[config.mk]
export PLATFORM = sky130hd
export DESIGN_NAME = ics_ctrl
export DESIGN_NICKNAME = d
export VERILOG_FILES = /design/src/shared/ics_pkg.sv /design/src/core/ics_ctrl.sv /design/src/core/ics_ctx_mem.sv
export VERILOG_INCLUDE_DIRS = /design/src /design/src/shared
export SDC_FILE = /design/constraint.sdc
export NUM_CORES = 1
export LEC_CHECK = 0
export BUFFER_PORTS_ARGS = -buffer_cell sky130_fd_sc_hd__buf_4
export CAP_MARGIN = 20
export CORE_ASPECT_RATIO = 0.7
export CORE_MARGIN = 1
export CORE_UTILIZATION = 62
export DETAILED_ROUTE_END_ITERATION = 8
export GPL_ROUTABILITY_DRIVEN = 0
export PLACE_DENSITY_LB_ADDON = 0.05
export SLEW_MARGIN = 20
export SYNTH_ARGS = -nofsm -noshare
export SYNTH_HDL_FRONTEND = slang
export SYNTH_SLANG_ARGS = --single-unit
[constraint.sdc]
create_clock -name hclk -period 7 [get_ports hclk]
set_clock_uncertainty 0.05 [all_clocks]
set_input_delay 1.05 -clock hclk [delete_from_list [all_inputs] [get_ports hclk]]
set_output_delay 1.05 -clock hclk [all_outputs]
set_load 0.01 [all_outputs]
[src/shared/ics_defs.svh]
`ifndef ICS_DEFS_SVH
`define ICS_DEFS_SVH

// ----------------------------------------
// register byte offsets on the bus
// ----------------------------------------
`define ICS_OFF_CTRL        12'h000
`define ICS_OFF_STATUS      12'h004
`define ICS_OFF_FLAGS8      12'h008
`define ICS_OFF_FLAGS9      12'h00C
`define ICS_OFF_IRQ_STAT    12'h010
`define ICS_OFF_IRQ_MASK    12'h014
`define ICS_OFF_SHADOW_BASE 12'h040
`define ICS_SHADOW_REGS     12

// ----------------------------------------
// field positions
// ----------------------------------------
`define ICS_CTRL_PRIO_BIT   0
`define ICS_CTRL_MVEC_BIT   1
`define ICS_CTRL_SHAD_BIT   2
`define ICS_F8_GATE5_BIT    7
`define ICS_F8_OVF5_BIT     6
`define ICS_F9_CLC3_BIT     3
`define ICS_F9_CWG3_BIT     2
`define ICS_F9_CCP3_BIT     1
`define ICS_F9_TMR6_BIT     0
`define ICS_F8_IMPL_MASK    8'hC0
`define ICS_F9_IMPL_MASK    8'h0F

// ----------------------------------------
// reset values and shadow bank number
// ----------------------------------------
`define ICS_FLAGS_RESET     8'h00
`define ICS_CTRL_RESET      3'h0
`define ICS_SHADOW_BANK     8'h38

`endif

[src/shared/ics_pkg.sv]
package ics_pkg;

    typedef enum logic [1:0] {
        ICS_MAIN,
        ICS_LOW,
        ICS_HIGH
    } ics_level_type;

    // one saved cpu context: status, working_register, bsr, fsr0..2, product_result_registers, pc_latch_high_upper
    typedef struct packed {
        logic [7:0]  status;
        logic [7:0]  working_register;
        logic [7:0]  bank_select_register;
        logic [15:0] fsr0;
        logic [15:0] fsr1;
        logic [15:0] fsr2;
        logic [7:0]  prodl;
        logic [7:0]  prodh;
        logic [7:0]  pclath;
        logic [7:0]  pclatu;
    } ics_ctx_type;

    typedef struct packed {
        logic        entry;
        logic        high_prio;
        logic [6:0]  vector;
        logic [20:0] pc;
        logic        exit;
        ics_ctx_type ctx;
    } ics_cpu_req_type;

    typedef struct packed {
        logic        push;
        logic [20:0] push_pc;
        logic        load_working_register;
        logic [7:0]  working_register_val;
        logic        restore;
        ics_ctx_type restore_ctx;
    } ics_cpu_rsp_type;

endpackage

[src/core/ics_ctrl.sv]
// The register offsets and register access over AHB-Lite were chosen for this implementation.
`timescale 1ns/1ps
`include "ics_defs.svh"
// ----------------------------------------
// What this block does
// - two saved contexts, main and low handler; nesting at most two deep
// - on entry the pc goes to the hardware return stack, not shadows
// - on entry status, working_register, bsr, pointers, product, pc latches are saved, except when a software shadow write lands in the same cycle
// - after saving working_register, load working_register with the resolved vector number
// - save and restore ignore the multi-vector enable setting
// - with priority levels off only the main context is saved
// - both contexts reached through one shadow register set, bank 56
// - select 0 shows main context, select 1 shows low handler context
// - high handler exit restores the low handler context if one was interrupted, else the main context
// - low handler exit restores the main context
// - shadows are software read/write; written values are what is restored
// - flags set by hardware regardless of enables
// - flag 1 means event; only software writing zero or a reset clears it
// - flags eight: timer5 gate bit 7, timer5 overflow bit 6, others zero
// - flags nine: cell3 bit 3, wavegen3 bit 2, ccp3 bit 1, timer6 bit 0
// - all flags reset to zero on every reset
// - priority enable permits a second nested context level
// ----------------------------------------
module ics_ctrl
    import ics_pkg::*;
(
    input  wire logic            hclk,
    input  wire logic            hresetn,
    input  wire logic            hsel,
    input  wire logic [11:0]     haddr,
    input  wire logic [1:0]      htrans,
    input  wire logic            hwrite,
    input  wire logic [2:0]      hsize,
    input  wire logic [31:0]     hwdata,
    input  wire logic            hready,
    output logic      [31:0]     hrdata,
    output logic                 hreadyout,
    output logic                 hresp,
    input  wire ics_cpu_req_type cpu_req,
    output ics_cpu_rsp_type      cpu_rsp,
    input  wire logic [5:0]      event_in,
    output logic                 irq
);
    // ----------------------------------------
    // state
    // ----------------------------------------
    typedef struct packed {
        logic          ph_valid;
        logic          ph_write;
        logic [11:0]   ph_addr;
        logic [31:0]   rdata;
        logic [2:0]    ctrl;
        ics_level_type level;
        logic [7:0]    flags8;
        logic [7:0]    flags9;
        logic [3:0]    irq_stat;
        logic [3:0]    irq_mask;
        logic          irq;
        ics_cpu_rsp_type rsp;
        logic          rd_pend;
    } ics_state_type;

    ics_state_type s_q;
    ics_state_type s_d;

    logic        mem_we;
    logic        mem_wslot;
    ics_ctx_type mem_wctx;
    ics_ctx_type mem_rctx;
    logic        mem_rslot;

    logic exit_go;
    logic exit_slot;
    // exit borrows the read port for one cycle to fetch the slot it restores
    assign exit_go   = cpu_req.exit && s_q.level != ICS_MAIN && !cpu_req.entry;
    assign exit_slot = s_q.level == ICS_HIGH && s_q.ctrl[`ICS_CTRL_PRIO_BIT] &&
                       s_q.irq_stat[3];
    // low handler slot while select bit set and no exit, or during exit from a high handler that interrupted a low handler
    assign mem_rslot = exit_go ? exit_slot : s_q.ctrl[`ICS_CTRL_SHAD_BIT];

    ics_ctx_mem u_mem (
        .hclk    (hclk),
        .hresetn (hresetn),
        .wr_en   (mem_we),
        .wr_slot (mem_wslot),
        .wr_ctx  (mem_wctx),
        .rd_slot (mem_rslot),
        .rd_ctx  (mem_rctx)
    );

    // ----------------------------------------
    // helpers
    // ----------------------------------------
    function automatic logic [15:0] shadow_field(input ics_ctx_type c, input logic [3:0] i);
        case (i)
            4'h0:    shadow_field = {8'h00, c.status};
            4'h1:    shadow_field = {8'h00, c.working_register};
            4'h2:    shadow_field = {8'h00, c.bank_select_register};
            4'h3:    shadow_field = c.fsr0;
            4'h4:    shadow_field = c.fsr1;
            4'h5:    shadow_field = c.fsr2;
            4'h6:    shadow_field = {8'h00, c.prodl};
            4'h7:    shadow_field = {8'h00, c.prodh};
            4'h8:    shadow_field = {8'h00, c.pclath};
            4'h9:    shadow_field = {8'h00, c.pclatu};
            default: shadow_field = 16'h0000;
        endcase
    endfunction

    function automatic ics_ctx_type shadow_put(input ics_ctx_type c, input logic [3:0] i,
                                               input logic [15:0] v);
        ics_ctx_type r;
        r = c;
        case (i)
            4'h0:    r.status = v[7:0];
            4'h1:    r.working_register   = v[7:0];
            4'h2:    r.bank_select_register    = v[7:0];
            4'h3:    r.fsr0   = v;
            4'h4:    r.fsr1   = v;
            4'h5:    r.fsr2   = v;
            4'h6:    r.prodl  = v[7:0];
            4'h7:    r.prodh  = v[7:0];
            4'h8:    r.pclath = v[7:0];
            4'h9:    r.pclatu = v[7:0];
            default: r = c;
        endcase
        shadow_put = r;
    endfunction

    function automatic logic is_shadow(input logic [11:0] a);
        is_shadow = (a >= `ICS_OFF_SHADOW_BASE) &&
                    (a < `ICS_OFF_SHADOW_BASE + 12'(4 * `ICS_SHADOW_REGS));
    endfunction

    logic [3:0] sh_idx;
    assign sh_idx = 4'((s_q.ph_addr - `ICS_OFF_SHADOW_BASE) >> 2);

    // ----------------------------------------
    // next state
    // ----------------------------------------
    always_comb begin
        logic [7:0] ev8;
        logic [7:0] ev9;
        logic [3:0] ev_irq;
        logic [7:0] clr8;
        logic [7:0] clr9;
        logic [3:0] clr_irq;
        logic       ctx_wr;
        ev8     = '0;
        ev9     = '0;
        ev_irq  = '0;
        clr8    = '0;
        clr9    = '0;
        clr_irq = '0;
        ctx_wr  = 1'b0;
        s_d     = s_q;
        mem_we    = 1'b0;
        mem_wslot = 1'b0;
        mem_wctx  = cpu_req.ctx;

        s_d.rsp.push      = 1'b0;
        s_d.rsp.load_working_register = 1'b0;
        s_d.rsp.restore   = 1'b0;
        s_d.rd_pend       = 1'b0;

        // bus data phase
        if (s_q.ph_valid && s_q.ph_write) begin
            if (s_q.ph_addr == `ICS_OFF_CTRL) begin
                s_d.ctrl = hwdata[2:0];
            end else if (s_q.ph_addr == `ICS_OFF_FLAGS8) begin
                clr8 = ~hwdata[7:0] & `ICS_F8_IMPL_MASK;
            end else if (s_q.ph_addr == `ICS_OFF_FLAGS9) begin
                clr9 = ~hwdata[7:0] & `ICS_F9_IMPL_MASK;
            end else if (s_q.ph_addr == `ICS_OFF_IRQ_STAT) begin
                clr_irq = hwdata[3:0];
            end else if (s_q.ph_addr == `ICS_OFF_IRQ_MASK) begin
                s_d.irq_mask = hwdata[3:0];
            end else if (is_shadow(s_q.ph_addr)) begin
                // software edit lands in the slot being read: the select bit's slot, or the exit slot during exit
                ctx_wr    = 1'b1;
                mem_we    = 1'b1;
                mem_wslot = mem_rslot;
                mem_wctx  = shadow_put(mem_rctx, sh_idx, hwdata[15:0]);
            end
        end

        // hardware events, set beats clear
        ev8[`ICS_F8_GATE5_BIT] = event_in[0];
        ev8[`ICS_F8_OVF5_BIT]  = event_in[1];
        ev9[`ICS_F9_CLC3_BIT]  = event_in[2];
        ev9[`ICS_F9_CWG3_BIT]  = event_in[3];
        ev9[`ICS_F9_CCP3_BIT]  = event_in[4];
        ev9[`ICS_F9_TMR6_BIT]  = event_in[5];
        s_d.flags8 = ((s_q.flags8 & ~clr8) | ev8) & `ICS_F8_IMPL_MASK;
        s_d.flags9 = ((s_q.flags9 & ~clr9) | ev9) & `ICS_F9_IMPL_MASK;

        // context sequencing; multi-vector bit never consulted
        if (cpu_req.entry && s_q.level != ICS_HIGH) begin
            s_d.rsp.push      = 1'b1;
            s_d.rsp.push_pc   = cpu_req.pc;
            s_d.rsp.load_working_register = 1'b1;
            s_d.rsp.working_register_val  = {1'b0, cpu_req.vector};
            ev_irq[0]         = 1'b1;
            if (!ctx_wr) begin
                mem_we    = 1'b1;
                mem_wctx  = cpu_req.ctx;
                mem_wslot = (s_q.level == ICS_LOW);
            end
            if (!s_q.ctrl[`ICS_CTRL_PRIO_BIT]) begin
                s_d.level = ICS_HIGH;
            end else if (s_q.level == ICS_MAIN && !cpu_req.high_prio) begin
                s_d.level = ICS_LOW;
            end else begin
                s_d.level = ICS_HIGH;
            end
            if (s_q.level == ICS_LOW && !s_q.ctrl[`ICS_CTRL_PRIO_BIT]) begin
                s_d.level = ICS_HIGH;
            end
        end else if (cpu_req.entry) begin
            ev_irq[2] = 1'b1;
        end else if (exit_go) begin
            s_d.rd_pend = 1'b1;
            ev_irq[1]   = 1'b1;
            // high exit back to low only if a low handler was interrupted
            if (exit_slot) begin
                s_d.level = ICS_LOW;
            end else begin
                s_d.level = ICS_MAIN;
            end
        end

        // restore a cycle after exit, from the store, so software edits apply
        if (s_q.rd_pend) begin
            s_d.rsp.restore     = 1'b1;
            s_d.rsp.restore_ctx = mem_rctx;
        end

        // nested-low marker kept in a spare status bit
        ev_irq[3] = 1'b0;
        s_d.irq_stat = ((s_q.irq_stat & ~clr_irq) | ev_irq);
        if (cpu_req.entry && s_q.level == ICS_LOW) begin
            s_d.irq_stat[3] = 1'b1;
        end else if (cpu_req.exit && s_q.level == ICS_HIGH) begin
            s_d.irq_stat[3] = 1'b0;
        end else if (cpu_req.exit && s_q.level == ICS_LOW) begin
            s_d.irq_stat[3] = 1'b0;
        end
        s_d.irq = |(s_d.irq_stat[2:0] & s_d.irq_mask[2:0]);

        // read data for the next data phase
        s_d.rdata = '0;
        if (s_q.ph_valid && !s_q.ph_write && is_shadow(s_q.ph_addr)) begin
            s_d.rdata = {16'h0000, shadow_field(mem_rctx, sh_idx)};
        end

        // bus address phase
        s_d.ph_valid = hsel && hready && htrans[1];
        s_d.ph_write = hwrite;
        s_d.ph_addr  = haddr;
        if (hsel && hready && htrans[1] && !hwrite) begin
            if (haddr == `ICS_OFF_CTRL) begin
                s_d.rdata = {29'h0, s_q.ctrl};
            end else if (haddr == `ICS_OFF_STATUS) begin
                s_d.rdata = {22'h0, `ICS_SHADOW_BANK, s_q.level};
            end else if (haddr == `ICS_OFF_FLAGS8) begin
                s_d.rdata = {24'h0, s_d.flags8};
            end else if (haddr == `ICS_OFF_FLAGS9) begin
                s_d.rdata = {24'h0, s_d.flags9};
            end else if (haddr == `ICS_OFF_IRQ_STAT) begin
                s_d.rdata = {29'h0, s_d.irq_stat[2:0]};
            end else if (haddr == `ICS_OFF_IRQ_MASK) begin
                s_d.rdata = {28'h0, s_q.irq_mask};
            end else begin
                s_d.rdata = 32'h0000_0000;
            end
        end
    end

    // ----------------------------------------
    // registers
    // ----------------------------------------
    always_ff @(posedge hclk or negedge hresetn) begin
        if (!hresetn) begin
            s_q <= '0;
        end else begin
            s_q <= s_d;
        end
    end

    // shadow reads need one wait state for the store read register
    logic wait_q;
    always_ff @(posedge hclk or negedge hresetn) begin
        if (!hresetn) begin
            wait_q    <= 1'b0;
            hreadyout <= 1'b1;
            hrdata    <= '0;
        end else begin
            wait_q    <= hsel && hready && htrans[1] && !hwrite && is_shadow(haddr);
            hreadyout <= !(hsel && hready && htrans[1] && !hwrite && is_shadow(haddr));
            hrdata    <= (wait_q) ? {16'h0000, shadow_field(mem_rctx, 4'((s_q.ph_addr -
                         `ICS_OFF_SHADOW_BASE) >> 2))} : s_d.rdata;
        end
    end

    assign hresp   = 1'b0;
    assign cpu_rsp = s_q.rsp;
    assign irq     = s_q.irq;
endmodule

[src/core/ics_ctx_mem.sv]
`timescale 1ns/1ps
// two-entry context store; slot 0 main, slot 1 low handler
module ics_ctx_mem
    import ics_pkg::*;
(
    input  wire logic        hclk,
    input  wire logic        hresetn,
    input  wire logic        wr_en,
    input  wire logic        wr_slot,
    input  wire ics_ctx_type wr_ctx,
    input  wire logic        rd_slot,
    output ics_ctx_type      rd_ctx
);
    ics_ctx_type mem_q [2];

    always_ff @(posedge hclk or negedge hresetn) begin
        if (!hresetn) begin
            mem_q[0] <= '0;
            mem_q[1] <= '0;
            rd_ctx   <= '0;
        end else begin
            if (wr_en) begin
                mem_q[wr_slot] <= wr_ctx;
            end
            // read register; write-through keeps same-slot view current
            rd_ctx <= (wr_en && wr_slot == rd_slot) ? wr_ctx : mem_q[rd_slot];
        end
    end
endmodule

Word level (Yosys, flattened, before mapping). Index checks and enable logic that the tools add are counted.

Register bits: 516. Input port bits: 195. Output and inout bits: 171. Word-level logic and storage cells: 235.

Add/sub/neg operators: 1. Order comparisons: 7. Eq/ne operators: 23. Mux-type cells: 90. Bitwise operators: 17. Reduce and logical (&&, ||, !) cells: 37.

Operator list (number): 104-bit 2-to-1 mux (14); 208-bit bitwise mux (1); 16-bit case mux with 10 select lines (1); 105-bit 2-to-1 mux (1); 104-bit demux with 1-bit select (1); 8-bit 2-to-1 mux (13); 16-bit 2-to-1 mux (4); 32-bit 2-to-1 mux (2); 12-bit by 4-bit equality test with 1-bit output, second input constant (4); 12-bit by 5-bit equality test with 1-bit output, second input constant (4); 4-bit 2-to-1 mux (12); 31-bit 2-to-1 mux (1); 1-bit 2-to-1 mux (27); 12-bit by 7-bit >= comparator with 1-bit output, second input constant (2); 12-bit zero test (2); 12-bit by 7-bit < comparator with 1-bit output, second input constant (2); 1-bit logical AND (21); 3-bit 2-to-1 mux (6); 4-bit by 3-bit equality test with 1-bit output, second input constant (4); 8-bit inverter (2); 2-bit 2-to-1 mux (7); 12-bit by 3-bit equality test with 1-bit output, second input constant (1); 4-bit AND (2); 8-bit AND (1); other kinds (25) (40).

Logic depth before layout (Yosys ltp).
Depth after elaboration: 19. Gate-level depth with buffers: 10.

By module. Synthesis repeated with hierarchy kept, for this count alone.

Cells, all modules: 2443. Area total of the unflattened synthesis: 25553.3 µm².

Modules (own cells, without submodules): ics_ctx_mem (instances 1, cells an instance 1267, area each 14142.3 µm², sequential area each 7807.5 µm²); ics_ctrl (instances 1, cells an instance 1176, area each 11410.9 µm², sequential area each 4680.7 µm²).

Worst setup path after synthesis. Ideal clock, no wire load.

Path kind: input -> register. From: input cpu_req[134] (netlist bit). To: register u_mem.mem_q[0] (netlist bit). Arrival time: 2492 ps. Required time: 6825 ps. Path slack: 4333 ps. Stages: 8. Buffers on the path: 4. Cells stage by stage: nand2b_1 o31ai_1 buf_2 a21o_1 clkbuf_1 buf_6 buf_6 mux2_4.

Word-level cells in the longest chain between the ends: 18.

Ends and longest elaborated chain: start, declared (RTL line ics_ctrl.sv:39) `input wire ics_cpu_req_type cpu_req,`; 1-bit zero test (RTL line ics_ctrl.sv:75) `assign exit_go = cpu_req.exit && s_q.level != ICS_MAIN && !cpu_req.entry;`; 1-bit logical AND (RTL line ics_ctrl.sv:75); 1-bit 2-to-1 mux (RTL line ics_ctrl.sv:79) `` assign mem_rslot = exit_go ? exit_slot : s_q.ctrl[`ICS_CTRL_SHAD_BIT]; ``; 1-bit 2-to-1 mux (RTL line ics_ctrl.sv:178) `end else if (is_shadow(s_q.ph_addr)) begin`; 1-bit 2-to-1 mux (RTL line ics_ctrl.sv:176) `` end else if (s_q.ph_addr == `ICS_OFF_IRQ_MASK) begin ``; 1-bit 2-to-1 mux (RTL line ics_ctrl.sv:174) `` end else if (s_q.ph_addr == `ICS_OFF_IRQ_STAT) begin ``; 1-bit 2-to-1 mux (RTL line ics_ctrl.sv:172) `` end else if (s_q.ph_addr == `ICS_OFF_FLAGS9) begin ``; 1-bit 2-to-1 mux (RTL line ics_ctrl.sv:170) `` end else if (s_q.ph_addr == `ICS_OFF_FLAGS8) begin ``; [2 not listed]; 1-bit 2-to-1 mux (RTL line ics_ctrl.sv:204) `if (!ctx_wr) begin`; 1-bit 2-to-1 mux (RTL line ics_ctrl.sv:198) `if (cpu_req.entry && s_q.level != ICS_HIGH) begin`; 1-bit inverter with 2-bit output (implied by the code) (RTL line ics_ctx_mem.sv:23) `mem_q[wr_slot] <= wr_ctx;`; 2-bit >= comparator (implied by the code) / 2-bit by 1-bit < comparator with 1-bit output (equally long branches) (RTL line ics_ctx_mem.sv:23); 1-bit logical AND (implied by the code) (RTL line ics_ctx_mem.sv:23); 104-bit 2-to-1 mux (implied by the code) (RTL line ics_ctx_mem.sv:23); 104-bit demux with 1-bit select (RTL line ics_ctx_mem.sv:23); 208-bit bitwise mux (RTL line ics_ctx_mem.sv:23); end signal, assigned by index (RTL line ics_ctx_mem.sv:23); end, declared (RTL line ics_ctx_mem.sv:14) `ics_ctx_type mem_q [2];`.

Parallel ways exist; a longest one is shown, timed or not. A chain may end at the register's enable or synchronous reset.

Final worst setup path.
From: input cpu_req[134] (netlist bit). To: register u_mem.mem_q[52] (netlist bit).

The elaborated chain is that of the path after synthesis.

==> reports/qor.tcl <==
set qor(initial_antenna_violation_count) 3
set qor(path_class) {primary input to register}
set qor(final_layout_size_suffix_gt1_share_pct) 43.33
set qor(setup-violations-final) 0
set qor(multiInputGateArea_um2) 10370
set qor(global_route_wire_length_before_repair_um) 97320
set qor(timing.critical_path.fanout_max) 65
set qor(die_h_um) 168.5
set qor(most_frequent_cells_in_the_layout) {dfrtp_1, mux2_2, buf_4}
set qor(tightest_pin_transition_ps) 1078
set qor(timing_max_transition_violations_final) 0
set qor(critPathLaunchType) {primary input}
set qor(detail_route.wirelength_um) 64070
set qor(io-pin-count) 366
set qor(critical_path_origin) {cpu_req[134]}
set qor(status) {finished clean}
set qor(floorplan.rows) 60
set qor(area.sequential_um2) 12490
set qor(worstSkewPairLatency_ps) 570
set qor(avgRoutedWirePerCell_um) 24.03
set qor(drcViolationCount) 0
set qor(route.vias.total) 16000
set qor(cts-root-buf) {clkbuf_16}
set qor(clock-sinks) 499
set qor(dpl_cell_area_um2) 26270
set qor(achievable-frequency_mhz) 269.7
set qor(final_cells) 2666
set qor(dp_hpwl_um) 42610
set qor(area_growth_pct) 13.25
set qor(utilization_pct) 71.82
set qor(power-per-cell-area_nw_per_um2) 325.8
set qor(grt_start_max_net_pins) 209
set qor(most_common_cell_after_layout_fill_and_taps_aside) {dfrtp_1}
set qor(synth.cell_area_um2) 24570
set qor(clk_pin_slew_worst_paths_ps) 60
set qor(r2r-start) {s_q[162]}
set qor(postCtsResizedCells) 0
set qor(core_area_um2) 38740
set qor(clock_tree_from_tritoncts) {done}
set qor(placed_cells_incl_taps) 2578
set qor(static-leakage-power_uw) 0.01240
set qor(timing.final.hold_violations) 0
set qor(cts_buffers) 48
set qor(worst_supply_voltage_drop_on_vdd_mv) 0.1834
set qor(final.period_utilization_pct) 52.97
set qor(layout.nets) 2296
set qor(clk_path_buf_depth) 3
set qor(layout.filler_cells) 2764
set qor(synthesis.yosys.warnings) 0
set qor(final.min_clock_period_ps) 3708
set qor(initial_drc_count) 1367
set qor(routed_via_density) 6.003
set qor(first_global_vias) 15680
set qor(synth-seq-area-share_pct) 50.84
set qor(drt_pass1_iterations) 5
set qor(synthCells) 1963
set qor(yosys_register_bits) 499
set qor(detail-route-antenna-nets) 0
set qor(final_cell_area_um2) 27820
set qor(critPathArrivalTime_ps) 4090
set qor(end_kind) {register}
set qor(setup_total_negative_slack_ps) 0
set qor(synth_edf_count) 0
set qor(gr-total-overflow) 0
set qor(slew-limit-headroom_pct) 27.80
set qor(cts_htree_levels) 2
set qor(drv_cap) 0
set qor(post_synth_num_cell_types) 75
set qor(synthesis.area_per_instance_um2) 12.51
set qor(postcts_setup_bufs) 0
set qor(cts_hold_repair.buffers) 0
set qor(critical_path_required_ps) 7390
set qor(port_buffers) 327
set qor(rsz_0062_raised_after_global_routing) {no}
set qor(groute.usage.overall_pct) 32.10
set qor(start_util_pct) 63.42
set qor(hp-class) {primary input to async pin}
set qor(postSynth.asyncResetShare_pct) 100.0
set qor(chipWidth_um) 239.9
set qor(synthFlopType) {dfrtp_1}
set qor(floorplan.die_area_um2) 40440
[per-layer routing]
| metal | track usage [%] | up-vias | share of wire [%] |
|---|---|---|---|
| li1 | - | 7063 | - |
| met1 | 49.79 | 8247 | 46 |
| met2 | 47.32 | 598 | 45 |
| met3 | 4.713 | 96 | 6.9 |
| met4 | 8.225 | 0 | 2.3 |
| met5 | 0 | - | 0 |
[path summary, 6_finish.rpt]
path	to	slack, ps	cells after the start
worst max register to register	u_mem.mem_q[52]	3370	7
worst max-delay path	u_mem.mem_q[52]	3290	8
max in group asynchronous	cpu_rsp[37]	5200	2
worst min-delay path	cpu_rsp[127]	330	1
min in group hclk	cpu_rsp[122]	430	2
worst min register to register	cpu_rsp[122]	430	2
[cell families after synthesis]
| family | after synthesis | share of synthesized area (%) |
|---|---|---|
| mux | 638 | 29.76 |
| flops | 499 | 50.84 |
| simple gates | 319 | 6.239 |
| buf+inv | 289 | 7.676 |
| compound gates | 216 | 5.435 |
| xor+xnor | 1 | 0.03566 |
| other cells | 1 | 0.01526 |
[state kept, by name, summed over array words and instances (netlist names)]
name / cells
hreadyout: 1
irq: 1
wait_q: 1
u_mem.mem_q: 208
hrdata: 16
s_q: 34
cpu_rsp: 134
u_mem.rd_ctx: 104
[stage by stage]
step,hold slack (ps),total power [uW],setup WS [ps]
5_1_grt,340.7,9471,3188
3_5_place_dp,413.6,6502,2744
4_1_cts,335.6,9093,3341
2_1_floorplan,301.9,5809,4333
6_report,326.6,9064,3292
3_3_place_gp,410.3,6386,2770
[layout make-up]
type / instances / share of cell area, %
clock inverter: 12 / 0.5037
timing repair buffer: 353 / 9.777
antenna: 2 / 0.01799
tap: 527 / 2.370
clock buffer: 74 / 5.069
multi-input combinational: 1192 / 37.27
sequential: 499 / 44.90
inverter: 7 / 0.09445
[worst max-delay path, stage by stage]
cell and delay, ps:
buf_4 150, nand2b_1 190, o21ai_0 170, o31ai_4 90, buf_4 700, a21o_4 720, buf_12 430, mux2_2 400
[cells in the mapped netlist (8+ instances only)]
| master | instances | share of area [%] |
|---|---|---|
| dfrtp_1 | 498 | 51 |
| buf_6 | 12 | 0.55 |
| mux2_4 | 64 | 3.9 |
| buf_1 | 15 | 0.23 |
| clkbuf_1 | 35 | 0.53 |
| buf_4 | 166 | 5.1 |
| mux2_2 | 403 | 18 |
| mux2_1 | 61 | 2.8 |
| nor2_1 | 117 | 1.8 |
| a21o_1 | 8 | 0.24 |
| nand3b_1 | 9 | 0.28 |
| nand2_1 | 111 | 1.7 |
| o21ai_0 | 14 | 0.29 |
| mux2i_1 | 108 | 4.4 |
| a22oi_1 | 20 | 0.61 |
| a21oi_1 | 119 | 2.4 |
| buf_2 | 52 | 1.1 |
[report_power, final]
group	switching, uW	internal, uW
logic	914	1270
registers	607	3680
clock network	1100	1490
total	2620	6440
Power figures use the tool's default switching activity.
